$ cat config.mk
export PLATFORM = sky130hd
export DESIGN_NAME = sbwm_core
export DESIGN_NICKNAME = d
export VERILOG_FILES = /design/src/verilog/sbwm_pkg.sv /design/src/verilog/sbwm_core.sv /design/src/verilog/sbwm_fifo.sv /design/src/verilog/sbwm_mem.sv
export VERILOG_INCLUDE_DIRS = /design/src /design/src/verilog
export SDC_FILE = /design/constraint.sdc
export NUM_CORES = 2
export LEC_CHECK = 0
export BUFFER_PORTS_ARGS = -buffer_cell sky130_fd_sc_hd__buf_2
export CAP_MARGIN = 10
export CORE_ASPECT_RATIO = 1.4
export CORE_UTILIZATION = 40
export CTS_CLUSTER_DIAMETER = 50
export DETAILED_ROUTE_END_ITERATION = 8
export GPL_TIMING_DRIVEN = 0
export PLACE_DENSITY = 0.64
export SLEW_MARGIN = 40
export SYNTH_ARGS = -nofsm -noshare
export SYNTH_HDL_FRONTEND = slang
export SYNTH_SLANG_ARGS = --single-unit
$ cat constraint.sdc
create_clock -name i_sys_clk -period 12.15 [get_ports i_sys_clk]
set_input_delay 1.8225 -clock i_sys_clk [delete_from_list [all_inputs] [get_ports i_sys_clk]]
set_output_delay 1.8225 -clock i_sys_clk [all_outputs]
set_load 0.005 [all_outputs]
$ cat src/verilog/sbwm_consts.svh
// Constants for the burst SRAM byte-lane write-mask block.
// Assumes one system clock; included by the package, the core and the controller model.
// What this block does
// [RQ1] 18-bit: select 0 gates bits 8:0, select 1 gates 17:9.
// [RQ2] 18-bit: both selects high, that beat writes nothing.
// [RQ3] 36-bit: four selects gate bits 8:0, 17:9, 26:18, 35:27.
// [RQ4] 36-bit: all selects low stores the whole 36-bit beat.
// [RQ5] 36-bit: all selects high leaves the location unchanged.
// [RQ6] Each beat's selects are honoured on their own, beat by beat.
// [RQ7] Write data taken on both clock rises, read data launched on both.
// [RQ8] After power-up the device is deselected, data outputs high impedance.
// [RQ9] Beat one targets the latched address, beat two that address plus one.
// [RQ10] Cycle t launches; beats placed at t+1 (write) and t+2 (read).
// [RQ11] Controller should park both input clocks high when stopping them.
// [RQ12] Write: select low, strobe low at t; beats follow at t+1.
// [RQ13] Read: select high, strobe low; strobe high is a no-op, bus high-Z.
// [RQ14] Selects stored with beat data, applied as lane merge mask at commit.
`ifndef SBWM_CONSTS_SVH
`define SBWM_CONSTS_SVH
`define SBWM_LANES 4
`define SBWM_LANE_W 9
`define SBWM_WORD_W 36
`define SBWM_ADDR_W 6
`define SBWM_FIFO_DEPTH 8
`define SBWM_READ_LAT 2
`endif

$ cat src/verilog/sbwm_pkg.sv
// Types shared by the write-mask block and its helpers.
// Assumes sbwm_consts.svh is on the include path.
`include "sbwm_consts.svh"
package sbwm_pkg;
  typedef logic [`SBWM_ADDR_W-1:0] sbwm_addr_t;
  typedef logic [`SBWM_WORD_W-1:0] sbwm_word_t;
  typedef logic [`SBWM_LANES-1:0] sbwm_mask_t;
  // One buffered burst: address, two beats, per-beat lane masks
  typedef struct packed {
    sbwm_addr_t addr;
    sbwm_word_t d0;
    sbwm_mask_t m0;
    sbwm_word_t d1;
    sbwm_mask_t m1;
  } sbwm_burst_s;
  // What the previous rising edge launched
  typedef enum logic [1:0] {
    SBWM_IDLE = 2'b00,
    SBWM_WR = 2'b01,
    SBWM_RD = 2'b11
  } sbwm_state_e;
endpackage : sbwm_pkg
$ cat src/verilog/sbwm_core.sv
// Write-mask core of a two-beat burst SRAM, 36-bit organisation.
// Assumes the controller runs on i_sys_clk; one cycle is one input clock
// period, the positive-edge and negative-edge beats travel side by side.
`timescale 1ns/100ps
`default_nettype none
`include "sbwm_consts.svh"
module sbwm_core (
  // Clock and reset
  input wire logic i_sys_clk,
  input wire logic i_rst_n,
  // Command, sampled at the positive rise of cycle t
  input wire logic i_transaction_strobe_n,
  input wire logic i_rw_sel,
  input wire logic [`SBWM_ADDR_W-1:0] i_addr,
  // Write beats in cycle t+1
  input wire logic [`SBWM_WORD_W-1:0] i_wdata_pos,
  input wire logic [`SBWM_LANES-1:0] i_byte_lane_write_select_n_pos,
  input wire logic [`SBWM_WORD_W-1:0] i_wdata_neg,
  input wire logic [`SBWM_LANES-1:0] i_byte_lane_write_select_n_neg,
  output logic o_wr_ready,
  // Read beats in cycle t+2
  output logic [`SBWM_WORD_W-1:0] o_dq_pos,
  output logic [`SBWM_WORD_W-1:0] o_dq_neg,
  output logic o_dq_oe_n
);
  sbwm_pkg::sbwm_state_e state_q;
  sbwm_pkg::sbwm_state_e state_d;
  sbwm_pkg::sbwm_addr_t addr_q;
  sbwm_pkg::sbwm_burst_s push_burst;
  sbwm_pkg::sbwm_burst_s pop_burst;
  sbwm_pkg::sbwm_mask_t mask_pos;
  sbwm_pkg::sbwm_mask_t mask_neg;
  sbwm_pkg::sbwm_addr_t rd_a1;
  sbwm_pkg::sbwm_addr_t wr_a1;
  logic push_valid;
  logic fifo_in_ready;
  logic pop_valid;
  logic pop_ready;
  logic commit;
  logic oe_n_q;

  // Launch decode at the positive rise of cycle t
  always_comb begin
    if (i_transaction_strobe_n) begin
      state_d = sbwm_pkg::SBWM_IDLE; // [RQ13]
    end else if (i_rw_sel) begin
      state_d = sbwm_pkg::SBWM_RD; // [RQ13]
    end else begin
      state_d = sbwm_pkg::SBWM_WR; // [RQ12]
    end
  end

  // Launch state; power-up lands deselected
  always_ff @(posedge i_sys_clk) begin
    if (!i_rst_n) begin
      state_q <= sbwm_pkg::SBWM_IDLE; // [RQ8]
    end else begin
      state_q <= state_d; // [RQ10]
    end
  end

  // Address latched with the launch, kept for both beats
  always_ff @(posedge i_sys_clk) begin
    if (!i_rst_n) begin
      addr_q <= '0;
    end else if (!i_transaction_strobe_n) begin
      addr_q <= i_addr; // [RQ9]
    end
  end

  // Active-low selects become per-beat store masks, one lane per bit.
  // The 18-bit organisation uses lanes 0 and 1 only; its controller
  // holds selects 2 and 3 high, so those lanes never store.
  for (genvar g = 0; g < `SBWM_LANES; g++) begin : g_mask
    assign mask_pos[g] = ~i_byte_lane_write_select_n_pos[g]; // [RQ1] [RQ3]
    assign mask_neg[g] = ~i_byte_lane_write_select_n_neg[g]; // [RQ6]
  end

  // Both beats and their masks enter the write data buffer at t+1
  always_comb begin
    push_burst.addr = addr_q;
    push_burst.d0 = i_wdata_pos; // [RQ7]
    push_burst.m0 = mask_pos; // [RQ14]
    push_burst.d1 = i_wdata_neg; // [RQ7]
    push_burst.m1 = mask_neg; // [RQ14]
  end
  assign push_valid = (state_q == sbwm_pkg::SBWM_WR); // [RQ12]
  // Controller must hold off new writes while this is low
  assign o_wr_ready = fifo_in_ready;

  // Eight bursts deep; commits drain one per cycle, so it only backs
  // up while reads keep stalling the commit.
  sbwm_fifo #(
    .W($bits(sbwm_pkg::sbwm_burst_s)),
    .DEPTH(`SBWM_FIFO_DEPTH)
  ) u_wbuf (
    .i_sys_clk(i_sys_clk),
    .i_rst_n(i_rst_n),
    .i_in_valid(push_valid),
    .o_in_ready(fifo_in_ready),
    .i_in_data(push_burst),
    .o_out_valid(pop_valid),
    .i_out_ready(pop_ready),
    .o_out_data(pop_burst)
  );

  // Commit stalls in a read's issue cycle; keeps array access simple
  // at the cost of a read seeing only already committed bursts.
  assign pop_ready = (state_q != sbwm_pkg::SBWM_RD);
  assign commit = pop_valid & pop_ready;
  assign wr_a1 = pop_burst.addr + 1'b1; // [RQ9]
  assign rd_a1 = addr_q + 1'b1; // [RQ9]

  // Masks gate each lane; all-high beats write nothing at all
  sbwm_mem #(
    .AW(`SBWM_ADDR_W),
    .LANES(`SBWM_LANES),
    .LW(`SBWM_LANE_W)
  ) u_array (
    .i_sys_clk(i_sys_clk),
    .i_we(commit), // [RQ14] [RQ2] [RQ5]
    .i_wa0(pop_burst.addr),
    .i_wa1(wr_a1),
    .i_wd0(pop_burst.d0),
    .i_wd1(pop_burst.d1),
    .i_wm0(pop_burst.m0), // [RQ4]
    .i_wm1(pop_burst.m1),
    .i_ra0(addr_q),
    .i_ra1(rd_a1),
    .o_rd0(o_dq_pos), // [RQ7]
    .o_rd1(o_dq_neg)
  );

  // Bus driven only in t+2 of a read, else high impedance
  always_ff @(posedge i_sys_clk) begin
    if (!i_rst_n) begin
      oe_n_q <= 1'b1; // [RQ8]
    end else begin
      oe_n_q <= (state_q != sbwm_pkg::SBWM_RD); // [RQ10] [RQ13]
    end
  end
  assign o_dq_oe_n = oe_n_q;

  // Checks on launch placement, masking and addressing

  property p_power_up_hiz;
    @(posedge i_sys_clk) !i_rst_n |=> o_dq_oe_n;
  endproperty
  a_power_up_hiz: assert property (p_power_up_hiz) // [RQ8]
    else $error("bus not released after reset");

  property p_read_at_t2;
    @(posedge i_sys_clk) disable iff (!i_rst_n)
      (!i_transaction_strobe_n && i_rw_sel) |-> ##`SBWM_READ_LAT !o_dq_oe_n;
  endproperty
  a_read_at_t2: assert property (p_read_at_t2) // [RQ10]
    else $error("read data not driven at t+2");

  property p_nop_hiz;
    @(posedge i_sys_clk) disable iff (!i_rst_n)
      (i_transaction_strobe_n ##1 1'b1) |-> ##1 o_dq_oe_n;
  endproperty
  a_nop_hiz: assert property (p_nop_hiz) // [RQ13]
    else $error("bus driven after no-operation");

  property p_write_beats_t1;
    @(posedge i_sys_clk) disable iff (!i_rst_n)
      (!i_transaction_strobe_n && !i_rw_sel) |=> push_valid && o_dq_oe_n;
  endproperty
  a_write_beats_t1: assert property (p_write_beats_t1) // [RQ12]
    else $error("write beats not taken at t+1");

  property p_lane_masks;
    @(posedge i_sys_clk) disable iff (!i_rst_n)
      push_valid |-> (push_burst.m0 == ~i_byte_lane_write_select_n_pos)
        && (push_burst.m1 == ~i_byte_lane_write_select_n_neg);
  endproperty
  a_lane_masks: assert property (p_lane_masks) // [RQ6]
    else $error("beat masks do not follow their own selects");

  property p_all_high_none;
    @(posedge i_sys_clk) disable iff (!i_rst_n)
      (push_valid && (&i_byte_lane_write_select_n_pos)) |-> push_burst.m0 == '0;
  endproperty
  a_all_high_none: assert property (p_all_high_none) // [RQ5]
    else $error("lane stored with all selects high");

  property p_all_low_full;
    @(posedge i_sys_clk) disable iff (!i_rst_n)
      (push_valid && !(|i_byte_lane_write_select_n_neg)) |-> &push_burst.m1;
  endproperty
  a_all_low_full: assert property (p_all_low_full) // [RQ4]
    else $error("full-word write lost a lane");

  property p_lane0_low_only;
    @(posedge i_sys_clk) disable iff (!i_rst_n)
      (push_valid && i_byte_lane_write_select_n_pos == 4'hE)
        |-> push_burst.m0 == 4'h1;
  endproperty
  a_lane0_low_only: assert property (p_lane0_low_only) // [RQ1] [RQ3]
    else $error("lane 0 only write touched other lanes");

  property p_burst_addr;
    @(posedge i_sys_clk) disable iff (!i_rst_n)
      (!i_transaction_strobe_n ##1 state_q == sbwm_pkg::SBWM_RD)
        |-> (addr_q == $past(i_addr)) && (rd_a1 == addr_q + 1'b1);
  endproperty
  a_burst_addr: assert property (p_burst_addr) // [RQ9]
    else $error("burst address sequence wrong");

  property p_commit_masked;
    @(posedge i_sys_clk) disable iff (!i_rst_n)
      push_valid && fifo_in_ready && !pop_valid && pop_ready && state_d != sbwm_pkg::SBWM_RD
        |=> commit && pop_burst.m0 == $past(mask_pos);
  endproperty
  a_commit_masked: assert property (p_commit_masked) // [RQ14]
    else $error("buffered masks not applied at commit");

  // A stalled head burst must not change under the stall
  property p_stall_holds_head;
    @(posedge i_sys_clk) disable iff (!i_rst_n)
      pop_valid && !pop_ready |=> $stable(pop_burst);
  endproperty
  a_stall_holds_head: assert property (p_stall_holds_head) // [RQ14]
    else $error("buffered burst changed while stalled");

  // No commit may touch the array in a read's issue cycle
  property p_read_stalls_commit;
    @(posedge i_sys_clk) disable iff (!i_rst_n)
      state_q == sbwm_pkg::SBWM_RD |-> !commit;
  endproperty
  a_read_stalls_commit: assert property (p_read_stalls_commit) // [RQ14]
    else $error("commit collided with read issue");

  // Bus released after any cycle without a read issue
  property p_release_after_read;
    @(posedge i_sys_clk) disable iff (!i_rst_n)
      state_q != sbwm_pkg::SBWM_RD |=> o_dq_oe_n;
  endproperty
  a_release_after_read: assert property (p_release_after_read) // [RQ13]
    else $error("bus held after read completed");

  // Second beat of a burst at the top address wraps to zero
  property p_addr_wrap;
    @(posedge i_sys_clk) disable iff (!i_rst_n)
      commit && (&pop_burst.addr) |-> wr_a1 == '0;
  endproperty
  a_addr_wrap: assert property (p_addr_wrap) // [RQ9]
    else $error("burst address did not wrap");

  // Latched address survives idle cycles untouched
  property p_addr_held;
    @(posedge i_sys_clk) disable iff (!i_rst_n)
      i_transaction_strobe_n |=> $stable(addr_q);
  endproperty
  a_addr_held: assert property (p_addr_held) // [RQ9]
    else $error("latched address moved without a launch");

  // Buffer empty and able to take bursts straight after reset
  property p_ready_after_reset;
    @(posedge i_sys_clk) !i_rst_n |=> o_wr_ready;
  endproperty
  a_ready_after_reset: assert property (p_ready_after_reset) // [RQ8]
    else $error("write buffer not ready after reset");

  // Only a write launch may push a burst into the buffer
  property p_push_only_write;
    @(posedge i_sys_clk) disable iff (!i_rst_n)
      push_valid |-> $past(!i_transaction_strobe_n && !i_rw_sel);
  endproperty
  a_push_only_write: assert property (p_push_only_write) // [RQ12]
    else $error("burst pushed without a write launch");

  // Both low-lane selects high on the second beat: the 18-bit word stores nothing
  property p_low_pair_none;
    @(posedge i_sys_clk) disable iff (!i_rst_n)
      (push_valid && (&i_byte_lane_write_select_n_neg[1:0])) |-> push_burst.m1[1:0] == 2'h0;
  endproperty
  a_low_pair_none: assert property (p_low_pair_none) // [RQ2]
    else $error("18-bit beat stored with both selects high");

  // A taken push leaves the buffer holding a burst for commit
  property p_push_kept;
    @(posedge i_sys_clk) disable iff (!i_rst_n)
      push_valid && fifo_in_ready |=> pop_valid;
  endproperty
  a_push_kept: assert property (p_push_kept) // [RQ7]
    else $error("pushed burst lost from the buffer");

  // Main scenarios
  c_write: cover property (@(posedge i_sys_clk) disable iff (!i_rst_n)
    push_valid && i_byte_lane_write_select_n_pos != i_byte_lane_write_select_n_neg);
  c_read: cover property (@(posedge i_sys_clk) disable iff (!i_rst_n)
    !o_dq_oe_n);
  c_full: cover property (@(posedge i_sys_clk) disable iff (!i_rst_n)
    !fifo_in_ready);
  c_stall: cover property (@(posedge i_sys_clk) disable iff (!i_rst_n)
    pop_valid && !pop_ready);
  c_wrap: cover property (@(posedge i_sys_clk) disable iff (!i_rst_n)
    commit && (&pop_burst.addr));
endmodule : sbwm_core
`default_nettype wire

$ cat src/verilog/sbwm_fifo.sv
// Synchronous FIFO with valid/ready on both sides.
// Assumes one clock and a synchronous active-low reset.
`timescale 1ns/100ps
`default_nettype none
module sbwm_fifo #(
  parameter int W = 8,
  parameter int DEPTH = 8
) (
  // Clock and reset
  input wire logic i_sys_clk,
  input wire logic i_rst_n,
  // Fill side
  input wire logic i_in_valid,
  output logic o_in_ready,
  input wire logic [W-1:0] i_in_data,
  // Drain side
  output logic o_out_valid,
  input wire logic i_out_ready,
  output logic [W-1:0] o_out_data
);
  localparam int PW = $clog2(DEPTH);
  logic [W-1:0] mem_q [DEPTH];
  logic [PW-1:0] wr_ptr_q;
  logic [PW-1:0] rd_ptr_q;
  logic [PW:0] count_q;
  logic push;
  logic pop;

  // Honest full and empty from the occupancy count
  assign o_in_ready = (count_q != (PW+1)'(DEPTH));
  assign o_out_valid = (count_q != '0);
  assign push = i_in_valid & o_in_ready;
  assign pop = o_out_valid & i_out_ready;
  assign o_out_data = mem_q[rd_ptr_q];

  // Storage, written only on a taken push
  always_ff @(posedge i_sys_clk) begin
    if (push) begin
      mem_q[wr_ptr_q] <= i_in_data;
    end
  end

  // Pointers and count
  always_ff @(posedge i_sys_clk) begin
    if (!i_rst_n) begin
      wr_ptr_q <= '0;
      rd_ptr_q <= '0;
      count_q <= '0;
    end else begin
      if (push) begin
        wr_ptr_q <= (wr_ptr_q == PW'(DEPTH - 1)) ? '0 : wr_ptr_q + 1'b1;
      end
      if (pop) begin
        rd_ptr_q <= (rd_ptr_q == PW'(DEPTH - 1)) ? '0 : rd_ptr_q + 1'b1;
      end
      count_q <= count_q + (PW+1)'(push) - (PW+1)'(pop);
    end
  end
endmodule : sbwm_fifo
`default_nettype wire

$ cat src/verilog/sbwm_mem.sv
// Lane-split array: two masked write ports, two registered read ports.
// Assumes the two write addresses never coincide in one cycle.
`timescale 1ns/100ps
`default_nettype none
module sbwm_mem #(
  parameter int AW = 6,
  parameter int LANES = 4,
  parameter int LW = 9
) (
  // Clock
  input wire logic i_sys_clk,
  // Burst commit
  input wire logic i_we,
  input wire logic [AW-1:0] i_wa0,
  input wire logic [AW-1:0] i_wa1,
  input wire logic [LANES*LW-1:0] i_wd0,
  input wire logic [LANES*LW-1:0] i_wd1,
  input wire logic [LANES-1:0] i_wm0,
  input wire logic [LANES-1:0] i_wm1,
  // Burst read
  input wire logic [AW-1:0] i_ra0,
  input wire logic [AW-1:0] i_ra1,
  output logic [LANES*LW-1:0] o_rd0,
  output logic [LANES*LW-1:0] o_rd1
);
  // One array per lane, so a lane held off keeps its old contents
  for (genvar g = 0; g < LANES; g++) begin : g_lane
    logic [LW-1:0] lane_q [2**AW];
    always_ff @(posedge i_sys_clk) begin
      if (i_we && i_wm0[g]) begin
        lane_q[i_wa0] <= i_wd0[g*LW +: LW];
      end
      if (i_we && i_wm1[g]) begin
        lane_q[i_wa1] <= i_wd1[g*LW +: LW];
      end
      o_rd0[g*LW +: LW] <= lane_q[i_ra0];
      o_rd1[g*LW +: LW] <= lane_q[i_ra1];
    end
  end
endmodule : sbwm_mem
`default_nettype wire

==> run_summary.xml <==
<?xml version="1.0" encoding="UTF-8"?>
<metrics>
  <group name="outcome">
    <metric name="run_status" unit="">finished, final reports clean</metric>
  </group>
  <group name="yosys">
    <metric name="number_of_synthesized_flops_with_an_enable_pin" unit="">2992</metric>
    <metric name="avgSynthCellArea" unit="um^2">17.9</metric>
    <metric name="synth_fp_nets" unit="">9231</metric>
    <metric name="syn_inst" unit="">9128</metric>
    <metric name="synth-async-reset-ratio" unit="">0</metric>
    <metric name="post_synthesis_sequential_element_count" unit="">3086</metric>
    <metric name="synth-warning-count" unit="">0</metric>
    <metric name="post_synth_instance_area" unit="um^2">163000</metric>
    <metric name="sequential_to_total_area_share_from_yosys_stat" unit="">0.561</metric>
    <metric name="synth_top_flop_cell" unit="">sky130_fd_sc_hd__edfxtp_1</metric>
    <metric name="post_synth_num_cell_types" unit="">62</metric>
  </group>
  <group name="drt">
    <metric name="routed_wl" unit="mm">805</metric>
    <metric name="remaining_drc_errors" unit="">0</metric>
    <metric name="wire_per_inst" unit="um">50.5</metric>
    <metric name="vias_per_cell" unit="">7.05</metric>
    <metric name="antenna_violating_nets_post_route" unit="">0</metric>
    <metric name="dr.pass1.iters" unit="">6</metric>
    <metric name="route.vias.total" unit="">112000</metric>
    <metric name="detail_route.iter0.violations" unit="">17300</metric>
  </group>
  <group name="global_route">
    <metric name="gr-usage-met1" unit="">0.403</metric>
    <metric name="grtUsageMet2" unit="">0.604</metric>
    <metric name="antenna_found_initial" unit="">100</metric>
    <metric name="grt_start_max_net_pins" unit="">17</metric>
    <metric name="grt-busiest-layer" unit="">met2</metric>
    <metric name="grt-ovfl-total" unit="">0</metric>
    <metric name="grt.met3_usage" unit="">0.124</metric>
    <metric name="grt.total_usage" unit="">0.388</metric>
    <metric name="vias_in_the_first_global_route" unit="">111000</metric>
    <metric name="grt_first_pass_wirelength" unit="mm">1040</metric>
  </group>
  <group name="power">
    <metric name="irDropWorstVdd" unit="mV">0.141</metric>
    <metric name="switching_pwr" unit="mW">16.9</metric>
    <metric name="static_power_due_to_leakage" unit="nW">71.7</metric>
    <metric name="seqPwrFrac" unit="">0.334</metric>
    <metric name="comb_power_share" unit="">0.399</metric>
    <metric name="clock_power_share" unit="">0.267</metric>
    <metric name="p_per_area" unit="nW/um^2">216</metric>
    <metric name="power_switching_share" unit="">0.401</metric>
    <metric name="p_int" unit="mW">25.2</metric>
  </group>
  <group name="timing">
    <metric name="final-hold-violation-count" unit="">0</metric>
    <metric name="hold_slack" unit="ps">429</metric>
    <metric name="worst-slew-pin-transition" unit="ps">1100</metric>
    <metric name="final.setup_skew" unit="ps">56.1</metric>
    <metric name="slew_hr" unit="">0.259</metric>
    <metric name="slew_viol_final" unit="">0</metric>
    <metric name="tcrit_tclk_final" unit="">0.517</metric>
    <metric name="rsz_0062_raised_after_global_routing" unit="">false</metric>
    <metric name="clock.fmax" unit="MHz">159</metric>
    <metric name="setup_viol_count_final" unit="">0</metric>
    <metric name="finalWorstPathRequiredPeriod" unit="ps">6280</metric>
  </group>
  <group name="clock_network">
    <metric name="cts_buffer_depth" unit="">4</metric>
    <metric name="cts.sink_count" unit="">3086</metric>
    <metric name="cts_inserted_buffers" unit="">350</metric>
    <metric name="post-cts-setup-buffer-count" unit="">0</metric>
    <metric name="post_cts.resized_instances" unit="">0</metric>
    <metric name="postCtsHoldBufs" unit="">0</metric>
    <metric name="h_tree_depth_reported_by_cts" unit="">5</metric>
    <metric name="worstSkewPairLatency" unit="ps">1100</metric>
    <metric name="cts.root.buffer_cell" unit="">sky130_fd_sc_hd__clkbuf_16</metric>
    <metric name="cts_tree" unit="">yes</metric>
    <metric name="clk_pin_slew_worst_paths" unit="ps">60</metric>
  </group>
  <group name="die">
    <metric name="die_height" unit="um">758</metric>
    <metric name="starting_utilization_of_the_core_area" unit="">0.402</metric>
    <metric name="placementRows" unit="">277</metric>
    <metric name="die-width" unit="um">542</metric>
    <metric name="num_io_pins" unit="">164</metric>
    <metric name="core_area" unit="um^2">407000</metric>
    <metric name="die_area" unit="um^2">411000</metric>
  </group>
  <group name="finish">
    <metric name="areaGrowthSynthToFinish" unit="%">18.9</metric>
    <metric name="drive_above_1_share" unit="">0.397</metric>
    <metric name="final_common_cell" unit="">sky130_fd_sc_hd__edfxtp_1</metric>
    <metric name="most-common-layout-cells" unit="">sky130_fd_sc_hd__edfxtp_1 (2,992), sky130_fd_sc_hd__mux2i_1 (2,319), sky130_fd_sc_hd__mux4_2 (1,681)</metric>
    <metric name="instances_no_fill" unit="">15900</metric>
    <metric name="stdcell_area" unit="um^2">194000</metric>
    <metric name="fillerInstances" unit="">34000</metric>
    <metric name="layout.nets" unit="">10200</metric>
  </group>
  <group name="placement">
    <metric name="dpl_cell_area" unit="um^2">182000</metric>
    <metric name="numPlacedInstances" unit="">15200</metric>
    <metric name="gpl.final_weighted_congestion" unit="">1.06</metric>
    <metric name="place.port_buffers" unit="">162</metric>
    <metric name="hpwl" unit="mm">625</metric>
  </group>
  <group name="worst_setup_path">
    <metric name="worst-setup-path-type" unit="">register to register</metric>
    <metric name="worst_path_largest_cell_delay" unit="ps">870</metric>
    <metric name="crit_path_cell_trace" unit="">buf_2 &gt; buf_4 &gt; mux4_2 &gt; mux2i_1 &gt; inv_2 &gt; buf_2 &gt; ha_1 &gt; clkbuf_1 &gt; nor2_1 &gt; a32oi_2 &gt; buf_2 &gt; nor3_2 &gt; buf_2 &gt; o21bai_2</metric>
    <metric name="kind_of_capture_point_of_the_worst_setup_path" unit="">register</metric>
    <metric name="cp_data_arrival_time" unit="ps">6980</metric>
    <metric name="most_frequent_cell_on_critical_path" unit="">sky130_fd_sc_hd__buf_2</metric>
    <metric name="critPathRequiredTime" unit="ps">12850</metric>
    <metric name="startpoint_type" unit="">register</metric>
    <metric name="cp_slowest_cell" unit="">sky130_fd_sc_hd__nor3_2</metric>
    <metric name="critical_path_peak_fanout" unit="">10</metric>
  </group>
  <group name="job">
    <metric name="number_of_violations_of_the_max_capacitance_limit" unit="">0</metric>
  </group>
  <group name="min_path">
    <metric name="holdCritStartpoint" unit="">state_q[0]</metric>
    <metric name="worst_hold_path_type" unit="">register to register</metric>
  </group>
</metrics>
==> power by group through the flow <==
stage / sequential, mW / combinational (mW) / clock, mW
after global routing: 14.1 / 16.8 / 11.5
after global placement: 14.3 / 14.3 / 0
after CTS: 14.0 / 16.0 / 11.2
after floorplan: 14.2 / 8.00 / 0
after detailed placement: 14.3 / 15.9 / 0
final: 14.0 / 16.8 / 11.2
==> flip-flops by register name, indices dropped and copies added (netlist names), named ones only <==
signal                 count
u_wbuf.mem_q             688
addr_q                     6
u_array.o_rd0             36
u_array.o_rd1             36
state_q                    2
u_wbuf.rd_ptr_q            3
u_wbuf.count_q             4
o_dq_oe_n                  1
u_array.g_lane.lane_q   2304
u_wbuf.wr_ptr_q            3
==> synthesized netlist by cell type, types with 5 or more instances <==
| library cell | n | area (um^2) |
|---|---|---|
| sky130_fd_sc_hd__o221ai_1 | 24 | 210 |
| sky130_fd_sc_hd__nand2b_1 | 5 | 31.3 |
| sky130_fd_sc_hd__inv_1 | 17 | 63.8 |
| sky130_fd_sc_hd__o21ai_1 | 24 | 120 |
| sky130_fd_sc_hd__and3_1 | 23 | 144 |
| sky130_fd_sc_hd__nor3_2 | 5 | 50.1 |
| sky130_fd_sc_hd__o21ai_0 | 227 | 1140 |
| sky130_fd_sc_hd__nor4_1 | 13 | 81.3 |
| sky130_fd_sc_hd__o211ai_1 | 20 | 150 |
| sky130_fd_sc_hd__buf_2 | 424 | 2120 |
| sky130_fd_sc_hd__o2111a_1 | 8 | 90.1 |
| sky130_fd_sc_hd__clkbuf_1 | 620 | 2330 |
| sky130_fd_sc_hd__nand3_1 | 55 | 275 |
| sky130_fd_sc_hd__mux2i_1 | 2396 | 24000 |
| sky130_fd_sc_hd__a21oi_1 | 27 | 135 |
| sky130_fd_sc_hd__nand2_1 | 62 | 233 |
| sky130_fd_sc_hd__or2_2 | 5 | 31.3 |
| sky130_fd_sc_hd__buf_1 | 114 | 428 |
| sky130_fd_sc_hd__buf_4 | 20 | 150 |
| sky130_fd_sc_hd__nor3_1 | 18 | 90.1 |
| sky130_fd_sc_hd__o22ai_1 | 10 | 62.6 |
| sky130_fd_sc_hd__mux4_2 | 1681 | 37900 |
| sky130_fd_sc_hd__nand4_1 | 14 | 87.6 |
| sky130_fd_sc_hd__o2111ai_1 | 24 | 210 |
| sky130_fd_sc_hd__or3_1 | 11 | 68.8 |
| sky130_fd_sc_hd__ha_1 | 12 | 150 |
| sky130_fd_sc_hd__nor2b_1 | 12 | 75.1 |
| sky130_fd_sc_hd__mux2_2 | 8 | 90.1 |
| sky130_fd_sc_hd__edfxtp_1 | 2992 | 89800 |
| sky130_fd_sc_hd__o21bai_1 | 63 | 473 |
| sky130_fd_sc_hd__nor2_1 | 38 | 143 |
| sky130_fd_sc_hd__dfxtp_1 | 94 | 1880 |
| sky130_fd_sc_hd__nor2_4 | 6 | 67.6 |
==> metrics by stage <==
stage | setup slack [ps] | TNS, ps | utilization | total power [mW]
floorplan | 2310 | 0 | - | 22.2
detailed placement | 6270 | 0 | 0.448 | 30.2
global route | 5980 | 0 | 0.478 | 42.4
finish | 5870 | 0 | 0.478 | 42.0
CTS | 6240 | 0 | 0.477 | 41.2
global placement | -8350 | -1669440 | 0.421 | 28.6
==> routing by layer <==
layer  part of all wire  vias to the layer above
met3               0.11                     3330
li1                   -                    40300
met5             0.0011                        -
met4               0.13                       69
met2               0.45                     9751
met1               0.31                    59000
==> critical path, delay by kind of cell, from the launching register on <==
kind	cells	cell delay [ps]
flip-flops	1	300
AND/OR/NAND/NOR	2	1460
adder cells (fa/ha/maj)	1	300
AO/OA/AOI/OAI	2	840
multiplexers	2	870
buffers and inverters	7	2090
==> layout make-up <==
| cell class | instances | area (um^2) | share of cell area |
|---|---|---|---|
| sequential | 3086 | 91700 | 0.472 |
| clock buffer | 407 | 9220 | 0.0474 |
| inverter | 20 | 75.1 | 0.000386 |
| timing repair buffer | 666 | 8610 | 0.0443 |
| multi-input combinational | 4841 | 69400 | 0.357 |
| tap | 5440 | 6810 | 0.0350 |
| clock inverter | 232 | 2580 | 0.0133 |
| buffer | 1181 | 5630 | 0.0290 |
| antenna | 69 | 173 | 0.000889 |
==> cells by family (layout without fill, tap and decap cells) <==
| kind of cell | count (synthesis) | in the layout | synth area share |
|---|---|---|---|
| simple gates | 282 | 282 | 0.00914 |
| flops | 3086 | 3086 | 0.561 |
| other cells | 0 | 69 | 0 |
| compound gates | 450 | 450 | 0.0174 |
| mux | 4090 | 4090 | 0.379 |
| buf+inv | 1201 | 2506 | 0.0314 |
| fa+ha+maj | 13 | 13 | 0.00104 |
| xor+xnor | 6 | 6 | 0.000322 |
==> path summary, 6_finish.rpt <==
check / endpoint / slack (ps) / cells past startpoint
worst max-delay path: u_array.g_lane[0].lane_q[13][2] / 5870 / 14
worst max register to register: u_array.g_lane[0].lane_q[13][2] / 5870 / 14
worst min register to register: o_dq_oe_n / 430 / 1
worst min-delay path: o_dq_oe_n / 430 / 1
No activity file was read; power rests on OpenSTA's default activity.
